==> src/pkg/rst_seq_params.svh <==
// register map, field positions, reset values and timing counts for the reset sequencer
// How it works
// - nine reset sources all force core reset
// - hold reset while supply below minimum
// - power-up timer gives nominal 64 ms
// - reset held until power-up timer expires
// - power-up timer enabled when disable bit low
// - timer starts after power-on and brown-out release
// - two-bit mode field selects brown-out mode
// - configuration bit selects brown-out trip level
// - brown-out only after low supply outlasts filter; the low-power detector (low_power_brownout_en) holds reset unfiltered
// - always-on start-up waits ready and supply
// - always-on: active in sleep, no wake wait
// - off-in-sleep: disabled asleep, wake waits ready
// - software mode: no start-up wait, enable decides
// - software mode protects once ready, sleep ignored
// - forced-on modes set ready before execution
// - enable bit 7 acts only in software mode
// - fast-start bit 6 forces band gap on
// - fast-start ignored in always-on and always-off
// - ready bit 0 shows circuit active
// - timer ignores pin; pin release waits 10 cycles
`ifndef RST_SEQ_PARAMS_SVH
`define RST_SEQ_PARAMS_SVH
`define BROWNOUT_CTRL_ADDR  12'h000
`define BROWNOUT_CTRL_RESET 8'h80
`define SW_ENABLE_BIT       7
`define FAST_START_BIT      6
`define READY_STATUS_BIT    0
`define CLK_FREQ_HZ         125000000
`define POWER_UP_TIME_MS    64
`define POWER_UP_CYCLES     ((`CLK_FREQ_HZ / 1000) * `POWER_UP_TIME_MS)
`define PIN_RELEASE_CYCLES  10
`define FILTER_TIME_NS      1000
`define FILTER_CYCLES       (`FILTER_TIME_NS / 8)
`define READY_TIME_NS       800
`define READY_CYCLES        ((`READY_TIME_NS + 7) / 8)
`endif

==> src/pkg/rst_seq_pkg.sv <==
// types for the reset sequencer
package rst_seq_pkg;
    typedef enum logic [1:0] {
        MODE_ALWAYS_OFF   = 2'h0,
        MODE_SOFTWARE     = 2'h1,
        MODE_OFF_IN_SLEEP = 2'h2,
        MODE_ALWAYS_ON    = 2'h3
    } bor_mode_t;

    // configuration word fields seen by the sequencer
    typedef struct packed {
        bor_mode_t brownout_mode_select;
        logic      brownout_level_select;
        logic      power_up_timer_disable;
        logic      low_power_brownout_en;
    } cfg_t;

    // asynchronous detector and reset request inputs
    typedef struct packed {
        logic supply_below_por;
        logic supply_below_brownout;
        logic supply_below_low_power;
        logic brownout_analog_ready;
        logic external_reset_pin_n;
        logic watchdog_reset;
        logic reset_instruction;
        logic stack_overflow;
        logic stack_underflow;
        logic prog_mode_exit;
    } rst_src_t;
endpackage

==> src/core/reset_brownout_sequencer.sv <==
// reset sequencer: power-on hold, power-up timer, brown-out unit and control register
//
// Local design decisions: register access over APB and the address map.
`timescale 1ns/10ps
`default_nettype none
`include "rst_seq_params.svh"
module reset_brownout_sequencer #(
    parameter int unsigned POWER_UP_CYCLES = `POWER_UP_CYCLES
) (
    // clock and reset
    input  wire logic                  pclk,
    input  wire logic                  presetn,
    // apb slave
    input  wire logic                  psel,
    input  wire logic                  penable,
    input  wire logic                  pwrite,
    input  wire logic [11:0]           paddr,
    input  wire logic [31:0]           pwdata,
    input  wire logic [3:0]            pstrb,
    output logic      [31:0]           prdata,
    output logic                       pready,
    output logic                       pslverr,
    // configuration and sources
    input  wire rst_seq_pkg::cfg_t     cfg,
    input  wire rst_seq_pkg::rst_src_t src,
    input  wire logic                  sleep_req,
    // analog and core controls
    output logic                       brownout_enable,
    output logic                       brownout_level,
    output logic                       bandgap_force_on,
    output logic                       core_reset_n,
    output logic                       wake_hold,
    output logic                       brownout_reset_flag
);
    import rst_seq_pkg::*;

    localparam int unsigned FILT_W     = $clog2(`FILTER_CYCLES + 1);
    localparam int unsigned PUT_W      = $clog2(POWER_UP_CYCLES + 1);
    localparam int unsigned NSRC       = $bits(rst_src_t);
    localparam logic [7:0]  CTRL_RESET = `BROWNOUT_CTRL_RESET;

    // two-flop synchronisers, one per source bit
    // only the second stage is read, so a metastable first stage never fans out
    logic [NSRC-1:0] sync1_reg;
    logic [NSRC-1:0] sync2_reg;
    genvar gi;
    generate
        for (gi = 0; gi < NSRC; gi++) begin : g_sync
            always_ff @(posedge pclk or negedge presetn) begin
                if (!presetn) begin
                    sync1_reg[gi] <= 1'b0;
                    sync2_reg[gi] <= 1'b0;
                end else begin
                    sync1_reg[gi] <= src[gi];
                    sync2_reg[gi] <= sync1_reg[gi];
                end
            end
        end
    endgenerate

    rst_src_t s;
    assign s = rst_src_t'(sync2_reg);

    // control register state
    logic sw_en_reg;
    logic fast_reg;
    logic rdy_reg;
    logic asleep_reg;

    // bus decode; only byte lane 0 carries the writable bits
    wire  hit        = (paddr == `BROWNOUT_CTRL_ADDR);
    wire  acc        = psel && penable;
    wire  wr_ok      = acc && pwrite && hit && pstrb[0];
    wire  setup_ph   = psel && !penable;

    // mode decode
    wire  mode_sw    = (cfg.brownout_mode_select == MODE_SOFTWARE);
    wire  mode_on    = (cfg.brownout_mode_select == MODE_ALWAYS_ON);
    wire  mode_noslp = (cfg.brownout_mode_select == MODE_OFF_IN_SLEEP);
    wire  mode_off   = (cfg.brownout_mode_select == MODE_ALWAYS_OFF);

    // brown-out circuit enable per mode
    wire  bo_en_next = mode_on
                    || (mode_noslp && !asleep_reg)
                    || (mode_sw && sw_en_reg);
    wire  fast_next  = (mode_noslp || mode_sw) && fast_reg;

    logic              bo_en_reg;
    logic [FILT_W-1:0] ready_cnt_reg;
    wire               ready_done;
    wire               ready_next;
    assign ready_done = (ready_cnt_reg == FILT_W'(`READY_CYCLES));
    assign ready_next = bo_en_reg && ready_done;

    always_ff @(posedge pclk or negedge presetn) begin
        if (!presetn) begin
            sw_en_reg     <= CTRL_RESET[`SW_ENABLE_BIT];
            fast_reg      <= CTRL_RESET[`FAST_START_BIT];
            bo_en_reg     <= 1'b0;
            ready_cnt_reg <= '0;
            rdy_reg       <= 1'b0;
            asleep_reg    <= 1'b0;
        end else begin
            if (wr_ok) begin
                sw_en_reg <= pwdata[`SW_ENABLE_BIT];
                fast_reg  <= pwdata[`FAST_START_BIT];
            end
            bo_en_reg <= bo_en_next;
            // settle time of the analog circuit, or its own ready output
            if (!bo_en_reg)
                ready_cnt_reg <= '0;
            else if (!ready_done)
                ready_cnt_reg <= ready_cnt_reg + 1'b1;
            rdy_reg    <= ready_next || (bo_en_reg && s.brownout_analog_ready);
            // sleep is only honoured once the core runs
            asleep_reg <= sleep_req && core_reset_n;
        end
    end

    // brown-out filter: low supply must outlast the filter time
    // a short glitch restarts the count, so only one long dip trips
    logic [FILT_W-1:0] filt_cnt_reg;
    logic              trip_reg;
    wire               low_sup;
    wire               filt_done;
    assign low_sup   = s.supply_below_brownout && rdy_reg;
    assign filt_done = (filt_cnt_reg == FILT_W'(`FILTER_CYCLES));

    always_ff @(posedge pclk or negedge presetn) begin
        if (!presetn) begin
            filt_cnt_reg <= '0;
            trip_reg     <= 1'b0;
        end else begin
            if (!low_sup)
                filt_cnt_reg <= '0;
            else if (!filt_done)
                filt_cnt_reg <= filt_cnt_reg + 1'b1;
            trip_reg <= low_sup && filt_done;
        end
    end

    // power-on/brown-out hold
    wire  lp_low     = cfg.low_power_brownout_en && s.supply_below_low_power;
    wire  por_hold   = s.supply_below_por || s.prog_mode_exit;
    wire  bo_hold    = trip_reg || lp_low;
    wire  supply_hold = por_hold || bo_hold;

    // always-on and off-in-sleep start-up waits for ready and good supply
    wire  start_wait = (mode_on || mode_noslp)
                    && (!rdy_reg || s.supply_below_brownout);

    // power-up timer: counts only once both supply holds are gone
    logic [PUT_W-1:0] pu_cnt_reg;
    logic             pu_done_reg;
    wire              pu_last;
    assign pu_last = (pu_cnt_reg == PUT_W'(POWER_UP_CYCLES - 1));

    always_ff @(posedge pclk or negedge presetn) begin
        if (!presetn) begin
            pu_cnt_reg  <= '0;
            pu_done_reg <= 1'b0;
        end else if (supply_hold) begin
            pu_cnt_reg  <= '0;
            pu_done_reg <= 1'b0;
        end else if (!pu_done_reg) begin
            if (cfg.power_up_timer_disable)
                pu_done_reg <= 1'b1;
            else if (pu_last)
                pu_done_reg <= 1'b1;
            else
                pu_cnt_reg <= pu_cnt_reg + 1'b1;
        end
    end

    // other reset sources; pin does not touch the timer
    wire  soft_rst   = !s.external_reset_pin_n
                    || s.watchdog_reset
                    || s.reset_instruction
                    || s.stack_overflow
                    || s.stack_underflow;

    // the start-up wait gates release only; once running, a falling ready
    // (sleep in off-in-sleep mode) must not throw the core back into reset
    wire  hold_run   = !pu_done_reg || soft_rst || supply_hold;
    wire  hold_start = hold_run || start_wait;

    // release counter: core leaves reset a fixed count after the last hold
    logic [3:0] rel_cnt_reg;
    wire        rel_last;
    wire        rel_next;
    assign rel_last = (rel_cnt_reg == 4'(`PIN_RELEASE_CYCLES - 1));
    assign rel_next = !hold_start && rel_last;

    always_ff @(posedge pclk or negedge presetn) begin
        if (!presetn) begin
            rel_cnt_reg  <= '0;
            core_reset_n <= 1'b0;
        end else begin
            if (hold_start)
                rel_cnt_reg <= '0;
            else if (!rel_last)
                rel_cnt_reg <= rel_cnt_reg + 1'b1;
            core_reset_n <= core_reset_n ? !hold_run : rel_next;
        end
    end

    // outputs and bus answer
    // zero wait states: the answer is registered in the setup cycle and
    // stands through the access cycle
    wire [31:0] rd_word = {24'h000000, sw_en_reg, fast_reg, 5'h00, rdy_reg};
    always_ff @(posedge pclk or negedge presetn) begin
        if (!presetn) begin
            prdata              <= 32'h00000000;
            pready              <= 1'b0;
            pslverr             <= 1'b0;
            brownout_enable     <= 1'b0;
            brownout_level      <= 1'b0;
            bandgap_force_on    <= 1'b0;
            wake_hold           <= 1'b0;
            brownout_reset_flag <= 1'b0;
        end else begin
            pready              <= setup_ph;
            pslverr             <= setup_ph && !hit;
            prdata              <= (setup_ph && !pwrite && hit) ? rd_word : 32'h00000000;
            brownout_enable     <= bo_en_reg;
            brownout_level      <= cfg.brownout_level_select;
            bandgap_force_on    <= fast_next;
            // wake waits only in off-in-sleep; always-on sets ready before execution
            wake_hold           <= mode_noslp && !rdy_reg;
            brownout_reset_flag <= bo_hold;
        end
    end

    // timer and reset hold

    a_timer_holds_reset: assert property (@(posedge pclk) disable iff (!presetn)
        !pu_done_reg |=> !core_reset_n)
        else $error("reset released during timer");

    a_timer_restart: assert property (@(posedge pclk) disable iff (!presetn)
        supply_hold |=> !pu_done_reg)
        else $error("timer ran during supply hold");

    a_timer_skipped: assert property (@(posedge pclk) disable iff (!presetn)
        (!supply_hold && cfg.power_up_timer_disable) |=> pu_done_reg)
        else $error("disabled timer still counting");

    a_por_holds: assert property (@(posedge pclk) disable iff (!presetn)
        por_hold |=> !core_reset_n)
        else $error("reset released with low supply");

    a_low_power_hold: assert property (@(posedge pclk) disable iff (!presetn)
        lp_low |=> !core_reset_n)
        else $error("low-power detector ignored");

    a_start_waits: assert property (@(posedge pclk) disable iff (!presetn)
        (!core_reset_n && start_wait) |=> !core_reset_n)
        else $error("start-up did not wait for ready");

    a_pin_release: assert property (@(posedge pclk) disable iff (!presetn)
        ($fell(soft_rst) && pu_done_reg && !hold_start) |-> !core_reset_n [*8])
        else $error("pin release too early");

    // brown-out filter and enable

    a_filter_gate: assert property (@(posedge pclk) disable iff (!presetn)
        !low_sup |=> !trip_reg)
        else $error("brownout without filtered low");

    a_sw_mode_en: assert property (@(posedge pclk) disable iff (!presetn)
        (mode_sw && !sw_en_reg) |=> !bo_en_reg)
        else $error("sw mode enable ignored");

    a_sw_mode_on: assert property (@(posedge pclk) disable iff (!presetn)
        (mode_sw && sw_en_reg) |=> bo_en_reg)
        else $error("sw mode enable not applied");

    a_on_mode_en: assert property (@(posedge pclk) disable iff (!presetn)
        mode_on |=> bo_en_reg)
        else $error("always-on not enabled");

    a_noslp_sleep: assert property (@(posedge pclk) disable iff (!presetn)
        (mode_noslp && asleep_reg) |=> !bo_en_reg)
        else $error("brownout on in sleep");

    a_ready_status: assert property (@(posedge pclk) disable iff (!presetn)
        !bo_en_reg |=> !rdy_reg)
        else $error("ready set with circuit off");

    // band gap, wake and level outputs

    a_fast_ignored: assert property (@(posedge pclk) disable iff (!presetn)
        (mode_on || mode_off) |=> !bandgap_force_on)
        else $error("fast start acted in fixed mode");

    a_fast_applied: assert property (@(posedge pclk) disable iff (!presetn)
        ((mode_noslp || mode_sw) && fast_reg) |=> bandgap_force_on)
        else $error("fast start not applied");

    a_no_wake_wait: assert property (@(posedge pclk) disable iff (!presetn)
        mode_on |=> !wake_hold)
        else $error("always-on delayed wake");

    a_level_follow: assert property (@(posedge pclk) disable iff (!presetn)
        1'b1 |=> (brownout_level == $past(cfg.brownout_level_select)))
        else $error("trip level not passed on");

    // bus answer

    a_error_with_ready: assert property (@(posedge pclk) disable iff (!presetn)
        pslverr |-> pready)
        else $error("error without ready");

    // main scenarios

    c_release: cover property (@(posedge pclk) disable iff (!presetn)
        $rose(core_reset_n));

    c_trip: cover property (@(posedge pclk) disable iff (!presetn)
        $rose(trip_reg));

    c_sw_write: cover property (@(posedge pclk) disable iff (!presetn)
        wr_ok && mode_sw);

    c_noslp_sleep: cover property (@(posedge pclk) disable iff (!presetn)
        mode_noslp && asleep_reg && core_reset_n);

    c_timer_skip: cover property (@(posedge pclk) disable iff (!presetn)
        cfg.power_up_timer_disable && $rose(pu_done_reg));
endmodule
`default_nettype wire

==> config.mk <==
export PLATFORM = sky130hd
export DESIGN_NAME = reset_brownout_sequencer
export DESIGN_NICKNAME = d
export VERILOG_FILES = /design/src/pkg/rst_seq_pkg.sv /design/src/core/reset_brownout_sequencer.sv
export VERILOG_INCLUDE_DIRS = /design/src /design/src/pkg
export SDC_FILE = /design/constraint.sdc
export NUM_CORES = 1
export LEC_CHECK = 0
export ABC_AREA = 1
export BUFFER_PORTS_ARGS = -buffer_cell sky130_fd_sc_hd__buf_2
export CAP_MARGIN = 20
export CORE_UTILIZATION = 52
export DETAILED_ROUTE_END_ITERATION = 8
export GPL_ROUTABILITY_DRIVEN = 1
export PLACE_DENSITY = 0.8
export SYNTH_ARGS = -nofsm -noshare
export SYNTH_HDL_FRONTEND = slang
export SYNTH_SLANG_ARGS = --single-unit
==> constraint.sdc <==
create_clock -name pclk -period 1.8 [get_ports pclk]
set_input_delay 0.27 -clock pclk [delete_from_list [all_inputs] [get_ports pclk]]
set_output_delay 0.27 -clock pclk [all_outputs]
set_load 0.005 [all_outputs]
## Word level (Yosys, flattened, before mapping)

Index checks and enable logic that the tools add are counted.

| operators by class | value |
|---|---|
| shifts and indexed selects | 0 |
| bitwise gates (word level) | 0 |
| multipliers | 0 |
| equality and inequality tests | 13 |
| reductions and logical operators | 47 |
| mux-type cells | 16 |
| divide/modulo/power cells | 0 |
| $add $sub $neg | 4 |
| order comparisons | 0 |

Operators by type and width:

| kind | count |
|---|---|
| 23-bit 2-to-1 mux | 4 |
| 7-bit 2-to-1 mux | 4 |
| 23-bit by 1-bit adder with 23-bit output (second input constant) | 1 |
| 23-bit == test (second input constant) | 1 |
| 1-bit logical AND | 20 |
| 1-bit logical OR | 16 |
| 7-bit by 1-bit adder with 7-bit output (second input constant) | 2 |
| 7-bit == test (second input constant) | 2 |
| 12-bit zero test | 1 |
| 2-bit != test (second input constant) | 5 |
| 1-bit zero test | 9 |
| 4-bit 2-to-1 mux | 2 |
| 8-bit 2-to-1 mux | 1 |
| 1-bit 2-to-1 mux | 5 |
| 4-bit by 1-bit adder with 4-bit output (second input constant) | 1 |
| 2-bit == test (second input constant) | 2 |
| 4-bit == test (second input constant) | 1 |
| 3-bit AND reduction | 1 |
| 2-bit by 1-bit == test with 1-bit output (second input constant) | 1 |
| 2-bit by 1-bit != test with 1-bit output (second input constant) | 1 |

| storage, ports and cells | value |
|---|---|
| memory bits (writable) | 0 |
| latch bits | 0 |
| bits in read-only memories | 0 |
| flip-flop bits (word level) | 84 |
| memories kept | 0 |
| output and inout bits | 40 |

## Depth between registers and ports, before layout

Gate-level depths: netlist (run 1).

| logic depth | value |
|---|---|
| depth after elaboration | 11 |
| mapped depth | 11 |
| mapped depth without buffers | 10 |

## Worst setup path before layout (run 1)

Ideal clock, no wire load.

| timing path | value |
|---|---|
| path type | flip-flop to flip-flop |
| start | reg pu_cnt_reg[1] |
| end | reg pu_cnt_reg[16] |
| path buffers | 1 |
| stages on the path, launching flop included | 10 |
| library setup time | 0.117 ns |
| clock period less this slack | 1.430 ns |
| setup slack | 0.370 ns |
| arrival time | 1.312 ns |
| data required time | 1.683 ns |
| cells stage by stage | dfrtp_1 -> ha_1 -> nand3_1 -> nor2_4 -> nand3_2 -> nand2_4 -> nor2_1 -> buf_2 -> nand3_1 -> nand2_1 |

| on the way | value |
|---|---|
| cells in the longest elaborated chain, start to end | 5 |
| elaborated cells on any way between the ends | 8 |
| those cells by class | add/sub: 1; eq/ne: 2; mux: 4; reduce/logical: 1 |

Ends and longest elaborated chain:

| item | line | RTL |
|---|---|---|
| from (decl) | reset_brownout_sequencer.sv:153 | `logic [PUT_W-1:0] pu_cnt_reg;` |
| from (signal assigned) | reset_brownout_sequencer.sv:171 | `pu_cnt_reg <= pu_cnt_reg + 1'b1;` |
| 23-bit by 1-bit adder with 23-bit output | reset_brownout_sequencer.sv:171 |  |
| 23-bit 2-to-1 mux | reset_brownout_sequencer.sv:168 | `else if (pu_last)` |
| 23-bit 2-to-1 mux | reset_brownout_sequencer.sv:166 | `if (cfg.power_up_timer_disable)` |
| 23-bit 2-to-1 mux | reset_brownout_sequencer.sv:165 | `end else if (!pu_done_reg) begin` |
| 23-bit 2-to-1 mux | reset_brownout_sequencer.sv:162 | `end else if (supply_hold) begin` |

Several ways; a longest one is shown, not always the timed one. The select of a mux whose other input is x is not followed.
A chain may end at the register's enable or synchronous reset.

## Worst setup path after layout (run 1)

| timing path | value |
|---|---|
| start | reg sync2_reg[7] (netlist: s[7]) |
| end | reg rel_cnt_reg[3] |

| on the way | value |
|---|---|
| cells in the longest elaborated chain, start to end | 6 |
| elaborated cells on any way between the ends | 7 |
| those cells by class | eq/ne: 1; mux: 1; reduce/logical: 5 |

Ends and longest elaborated chain:

| item | line | RTL |
|---|---|---|
| from (decl) | reset_brownout_sequencer.sv:45 | `logic [NSRC-1:0] sync2_reg;` |
| from (signal, indexed assignment) | reset_brownout_sequencer.sv:55 | `sync2_reg[gi] <= sync1_reg[gi];` |
| 1-bit logical AND * | reset_brownout_sequencer.sv:143 | `wire lp_low = cfg.low_power_brownout_en && s.supply_below_low_power;` |
| 1-bit logical OR * | reset_brownout_sequencer.sv:145 | `wire bo_hold = trip_reg \|\| lp_low;` |
| 1-bit logical OR * | reset_brownout_sequencer.sv:146 | `wire supply_hold = por_hold \|\| bo_hold;` |
| 1-bit logical OR * | reset_brownout_sequencer.sv:184 | `wire hold_run = !pu_done_reg \|\| soft_rst \|\| supply_hold;` |
| 1-bit logical OR * | reset_brownout_sequencer.sv:185 | `wire hold_start = hold_run \|\| start_wait;` |
| 2-bit != test (no line) / 4-bit 2-to-1 mux (equally long branches) | -- |  |
| to (signal assigned) | reset_brownout_sequencer.sv:202 | `rel_cnt_reg <= rel_cnt_reg + 1'b1;` |
| to (decl) | reset_brownout_sequencer.sv:188 | `logic [3:0] rel_cnt_reg;` |

Every way passes the cells marked *; elsewhere a longest branch is shown, timed or not.

==> impl_metrics.env, run 1 <==
export IMPL_outcome="finished, final reports clean"
export IMPL_grt_usage=0.218
export IMPL_first_iter_violations=246
export IMPL_htree_levels=3
export IMPL_grt_setup_unrepaired="false"
export IMPL_setup_viol=0
export IMPL_finalCriticalPeriod_ns=1.66
export IMPL_initial_core_util=0.537
export IMPL_stdcell_area_um2=4520
export IMPL_synth_edff_count=0
export IMPL_cts_buffers_inserted=9
export IMPL_placementRows=31
export IMPL_synth_ff_latch_count=79
export IMPL_dp_hpwl_um=5380
export IMPL_coreArea_um2=7250
export IMPL_synth_area_top_cells="dfrtp_1 50%, nand2_1 10%, nor2_1 6.5%"
export IMPL_synthCells=462
export IMPL_grt_antenna_before_repair=0
export IMPL_start_kind="flop"
export IMPL_ys_types=36
export IMPL_grt_pass1_vias=2897
export IMPL_timing_final_crit_share=0.920
export IMPL_yosysTopAreaCellShare=0.501
export IMPL_crit_type="flop to flop"
export IMPL_ys_seq_area_frac=0.508
export IMPL_fmax_mhz=604
export IMPL_seq_power_share=0.537
export IMPL_power_density_nw_per_um2=767
export IMPL_p_comb_frac=0.068
export IMPL_nets=613
export IMPL_wl_per_cell_um=11.6
export IMPL_worstSkewPairLatency_ns=0.36
export IMPL_p_sw_w=0.000849
export IMPL_hold_viol=0
export IMPL_ant_nets=0
export IMPL_drc_errors=0
export IMPL_dp_slack_ns=-0.114
export IMPL_cts_root_buf="clkbuf_8"
export IMPL_avgSynthCellArea_um2=8.43
export IMPL_p_int_w=0.00262
export IMPL_grt_max_degree=43
export IMPL_die_x_um=88.5
export IMPL_setup_ws_ns=0.144
export IMPL_hold_class="input pin to flop"
export IMPL_wl_um=7410
export IMPL_fin_worst_skew_ns=0.0104
export IMPL_tns_ns=0
export IMPL_vias=3086
export IMPL_grt_first_pass_wirelength_um=12800
export IMPL_largest_reg_flops=23
export IMPL_cap_violations=0
export IMPL_synthTopCellsByCount="108 x nand2_1, 78 x dfrtp_1, 67 x nor2_1, 50 x inv_1, 29 x buf_4"
export IMPL_dr_pass1_iters=4
export IMPL_fp_dieH_um=88.5
export IMPL_ir_drop_mv=0.701
export IMPL_portBuffers=46
export IMPL_p_total_w=0.00347
export IMPL_clock_path_buffers=2
export IMPL_drive_above_1_share=0.171
export IMPL_yosysTopAreaCell="dfrtp_1"
export IMPL_utilization=0.623
export IMPL_area_delta_synth_final_pct=16.0
export IMPL_synth_most_common_cell="nand2_1"
export IMPL_boundaryPins=109
export IMPL_critPathCaptureType="flop"
export IMPL_async_flop_share=1.00
export IMPL_cp_max_fo=4
export IMPL_p_sw_frac=0.245
export IMPL_leakage_nw=2.33
export IMPL_clk_pin_slew_ns=0.09
export IMPL_synthFlopType="dfrtp_1"
export IMPL_tritoncts="yes"
export IMPL_yosysWarnings=0
export IMPL_grt_overflow_total=0
export IMPL_syn_cell_area_um2=3890
export IMPL_placedInstanceArea_um2=4200
export IMPL_cts_sinks=79
export IMPL_dieArea_um2=7840
export IMPL_n_antenna_cell=0
export IMPL_via_per_inst=4.84
export IMPL_gp_congestion=0.929
export IMPL_cp_required_ns=2.09
export IMPL_slew_viol_final=0
export IMPL_worstPathArrival_ns=1.95
export IMPL_clkPwrFrac=0.396
-- metrics by stage --
step | cells | hold WS [ns]
after floorplan | 490 | -0.0256
after global placement | 613 | 0.138
after detailed placement | 613 | 0.141
after CTS | 634 | 0.000347
after global routing | 638 | 0.000700
final | 638 | 0.0215
-- routing by layer --
layer,track usage,part of all wire,routed length [µm],up-vias
li1,-,-,-,1535
met1,0.281,0.44,3270,1420
met2,0.341,0.48,3570,112
met3,0.0494,0.048,359,19
met4,0.125,0.028,211,0
met5,0,0,0,-
-- timing repair --
item,CTS,global route
endpoints found under the hold margin,15,4
gates resized for setup,1,3
hold buffers,5,4
setup endpoints to repair,11,13
gates cloned,0,0
buffers inserted,0,0
pin swaps,0,0
-- worst max-delay path: stages (launching register included) --
cell and delay [ns]:
dfrtp_1 0.37, a21oi_1 0.24, nand2_1 0.18, buf_4 0.18
nor4_2 0.29, nand2_1 0.19, nor2_1 0.14
-- worst paths after layout --
kind / slack [ns] / depth (start not counted) / start / to
min: 0.02 / 1 / src[2] / sync1_reg[2]
min reg2reg: 0.35 / 0 / sync1_reg[6] / s[6]
max in group asynchronous: 0.89 / 3 / presetn / sw_en_reg
min in group asynchronous: 0.30 / 2 / presetn / pu_cnt_reg[14]
max: 0.14 / 6 / s[7] / rel_cnt_reg[3]
max reg2reg: 0.14 / 6 / s[7] / rel_cnt_reg[3]
-- kinds of logic (layout without fill, tap and decap cells) --
group / after synthesis / after routing / synth area share
fa+ha+maj: 10 / 10 / 0.0321
other cells: 1 / 29 / 0.000963
buf+inv: 88 / 137 / 0.116
mux: 1 / 1 / 0.00257
simple gates: 236 / 236 / 0.263
flops: 79 / 79 / 0.508
xor+xnor: 14 / 14 / 0.0315
compound gates: 33 / 33 / 0.0463
-- layout by cell type, fill, tap and decap left out, types with 2 or more instances in the layout --
master / n
nand2_2: 2
nand4_1: 9
buf_4: 10
inv_2: 5
nor2_1: 65
nand2_1: 108
nand2_4: 2
nor2_2: 2
ha_1: 10
nand3_1: 28
buf_2: 45
nor3_1: 8
dlygate4sd3_1: 9
a31oi_1: 3
xor2_1: 11
a21oi_1: 7
clkinv_4: 2
o21ai_1: 8
clkbuf_8: 10
dfrtp_1: 78
inv_1: 50
or2_2: 3
conb_1: 29
xnor2_1: 3
nand3b_1: 4
o21ai_0: 10
nor2_4: 2
-- layout make-up --
cell class	count	area, µm²
clock buffer	10	138
clock inverter	6	75.1
fill	609	2740
inverter	56	213
multi-input combinational	323	1580
sequential	79	1980
tap	99	124
timing repair buffer	65	410
-- power groups by stage --
stage               sequential, W  clock, W  combinational [W]
global route              0.00187   0.00147           0.000277
detailed placement        0.00189         0           0.000219
global placement          0.00189         0           0.000211
floorplan                 0.00189         0           0.000146
finish                    0.00186   0.00137           0.000235
CTS                       0.00186   0.00141           0.000229
Note: power is estimated with default switching activity, not from simulation.
==> run 2, diff against run 1 <==
--- a/config.mk
+++ b/config.mk
@@ -9,10 +9,11 @@
 export ABC_AREA = 1
 export BUFFER_PORTS_ARGS = -buffer_cell sky130_fd_sc_hd__buf_2
 export CAP_MARGIN = 20
-export CORE_UTILIZATION = 52
+export CORE_UTILIZATION = 54
+export CTS_BUF_LIST = sky130_fd_sc_hd__clkbuf_4
 export DETAILED_ROUTE_END_ITERATION = 8
 export GPL_ROUTABILITY_DRIVEN = 1
-export PLACE_DENSITY = 0.8
+export PLACE_DENSITY = 0.81
 export SYNTH_ARGS = -nofsm -noshare
 export SYNTH_HDL_FRONTEND = slang
 export SYNTH_SLANG_ARGS = --single-unit
==> impl_metrics.env, run 2 (same netlist as run 1, synthesis figures left out) <==
export IMPL_finalCriticalPeriod_ns=1.65
export IMPL_worstSkewPairLatency_ns=0.43
export IMPL_grt_overflow_total=0
export IMPL_crit_type="flop to flop"
export IMPL_final_cells=637
export IMPL_portBuffers=46
export IMPL_nFillCells=570
export IMPL_placementRows=30
export IMPL_drive_above_1_share=0.165
export IMPL_dp_cells=608
export IMPL_leakage_nw=2.31
export IMPL_ir_drop_mv=0.615
export IMPL_hold_viol=0
export IMPL_clk_pin_slew_ns=0.13
export IMPL_min_from="sleep_req"
export IMPL_wl_per_cell_um=11.8
export IMPL_initial_core_util=0.567
export IMPL_multi_input_area_um2=1570
export IMPL_first_iter_violations=291
export IMPL_cap_violations=0
export IMPL_n_antenna_cell=0
export IMPL_dp_hpwl_um=5300
export IMPL_crit_buf_inv=1
export IMPL_tritoncts="yes"
export IMPL_cp_max_fo=6
export IMPL_worst_r2r_setup_slack_ns=0.15
export IMPL_gp_congestion=0.902
export IMPL_cts_buffers_inserted=9
export IMPL_fmax_mhz=606
export IMPL_setup_ws_ns=0.151
export IMPL_start_kind="flop"
export IMPL_final_cell_mix="108 x nand2_1, 78 x dfrtp_1, 66 x nor2_1"
export IMPL_grt_pass1_vias=3028
export IMPL_worstRegToRegCells=9
export IMPL_largest_reg_flops=23
export IMPL_dp_slack_ns=0.140
export IMPL_cts_root_buf="clkbuf_4"
export IMPL_dieArea_um2=7550
export IMPL_final_common_cell="nand2_1"
export IMPL_ant_nets=0
export IMPL_dr_pass1_iters=5
export IMPL_via_per_inst=4.97
export IMPL_fin_worst_skew_ns=0.0147
export IMPL_ff_latch_area_um2=1980
export IMPL_grt_usage=0.223
export IMPL_grt_setup_unrepaired="false"
export IMPL_hold_class="input pin to flop"
export IMPL_crit_cells=9
export IMPL_area_delta_synth_final_pct=14.2
export IMPL_grt_max_degree=80
export IMPL_die_x_um=86.9
export IMPL_critPathCaptureType="flop"
export IMPL_placedInstanceArea_um2=4200
export IMPL_cp_startpoint="pu_cnt_reg[1]"
export IMPL_fp_dieH_um=86.9
export IMPL_critPathTopFamily="simple AND/OR/NAND/NOR gates"
export IMPL_drc_errors=0
export IMPL_critical_path_cell_chain="ha_1 > nand3_1 > nor2_4 > nand3_2 > nand2_4 > nand2_4 > buf_12 > nand2_1 > o21ai_1"
export IMPL_wl_um=7520
export IMPL_crit_top_cell="nand2_4"
export IMPL_slowest_delay_ns=0.40
export IMPL_timing_final_crit_share=0.916
export IMPL_cts_sinks=79
export IMPL_r2r_start="pu_cnt_reg[1]"
export IMPL_coreArea_um2=6870
export IMPL_grt_antenna_before_repair=0
export IMPL_crit_end="pu_cnt_reg[3]"
export IMPL_power_density_nw_per_um2=686
export IMPL_slew_viol_final=0
export IMPL_vias=3165
export IMPL_outcome="finished, final reports clean"
export IMPL_htree_levels=3
export IMPL_cp_required_ns=2.12
export IMPL_worstPathArrival_ns=1.97
export IMPL_setup_viol=0
export IMPL_stdcell_area_um2=4450
export IMPL_r2r_end="pu_cnt_reg[3]"
export IMPL_tns_ns=0
export IMPL_grt_first_pass_wirelength_um=12900
export IMPL_clock_path_buffers=2
export IMPL_boundaryPins=109
export IMPL_nets=615
export IMPL_slowest_stage="dfrtp_1"
## run 2: changes by cell type in the layout (fill, tap and decap cells not counted), moves of 2 or more
cell	previous run	this run
buf_4	10	7
clkbuf_4	0	11
clkbuf_8	10	0
clkinv_2	0	2
clkinv_4	2	0
dlygate4sd3_1	9	13
## run 2: worst min path at each step
stage	cells past startpoint	slack, ns	end
2_1_floorplan	0	-0.03	asleep_reg
3_3_place_gp	2	0.32	pu_cnt_reg[13]
3_5_place_dp	2	0.33	pu_cnt_reg[13]
4_1_cts	3	0.02	asleep_reg
5_1_grt	3	0.04	asleep_reg
6_report	3	0.06	asleep_reg
## run 2: routing by layer
layer | up-vias | global-route usage | share of wire
met1 | 1455 | 0.272 | 0.41
li1 | 1543 | - | -
met4 | 0 | 0.0848 | 0.017
met3 | 17 | 0.0521 | 0.070
met5 | - | 0 | 0
met2 | 150 | 0.385 | 0.50
## run 2: metrics by stage
stage / utilization / hold WS [ns] / power [W]
4_1_cts: 0.647 / 0.0197 / 0.00307
2_1_floorplan: - / -0.0256 / 0.00203
3_5_place_dp: 0.611 / 0.329 / 0.00212
3_3_place_gp: 0.611 / 0.322 / 0.00211
5_1_grt: 0.648 / 0.0361 / 0.00318
6_report: 0.648 / 0.0597 / 0.00305
## run 2: power by group
part,leakage [nW],total [W],internal [W],switching [W]
Clock,0.0633,0.000943,0.000315,0.000628
Combinational,1.21,0.000247,0.000102,0.000145
Sequential,1.03,0.00186,0.00183,0.0000322
Total,2.31,0.00305,0.00224,0.000805
## run 2: cell type report
cell class              instances  area share
flip-flops and latches         79       0.445
clock inverters                 5     0.00759
multi-input cells             323       0.354
repair buffers                 67       0.101
inverters                      56      0.0478
clock buffers                  11      0.0186
well taps                      96      0.0270
## run 2: what timing repair did
item | in CTS | in global routing
endpoints found under the hold margin | 90 | 0
gates resized for setup | 0 | 2
endpoints found under the setup margin | 0 | 9
setup buffers | 0 | 0
hold buffers | 13 | 0
## run 2: worst min-delay path, cell delays in order
cell and delay [ns]:
buf_2 0.08, nand2_1 0.05, inv_1 0.06
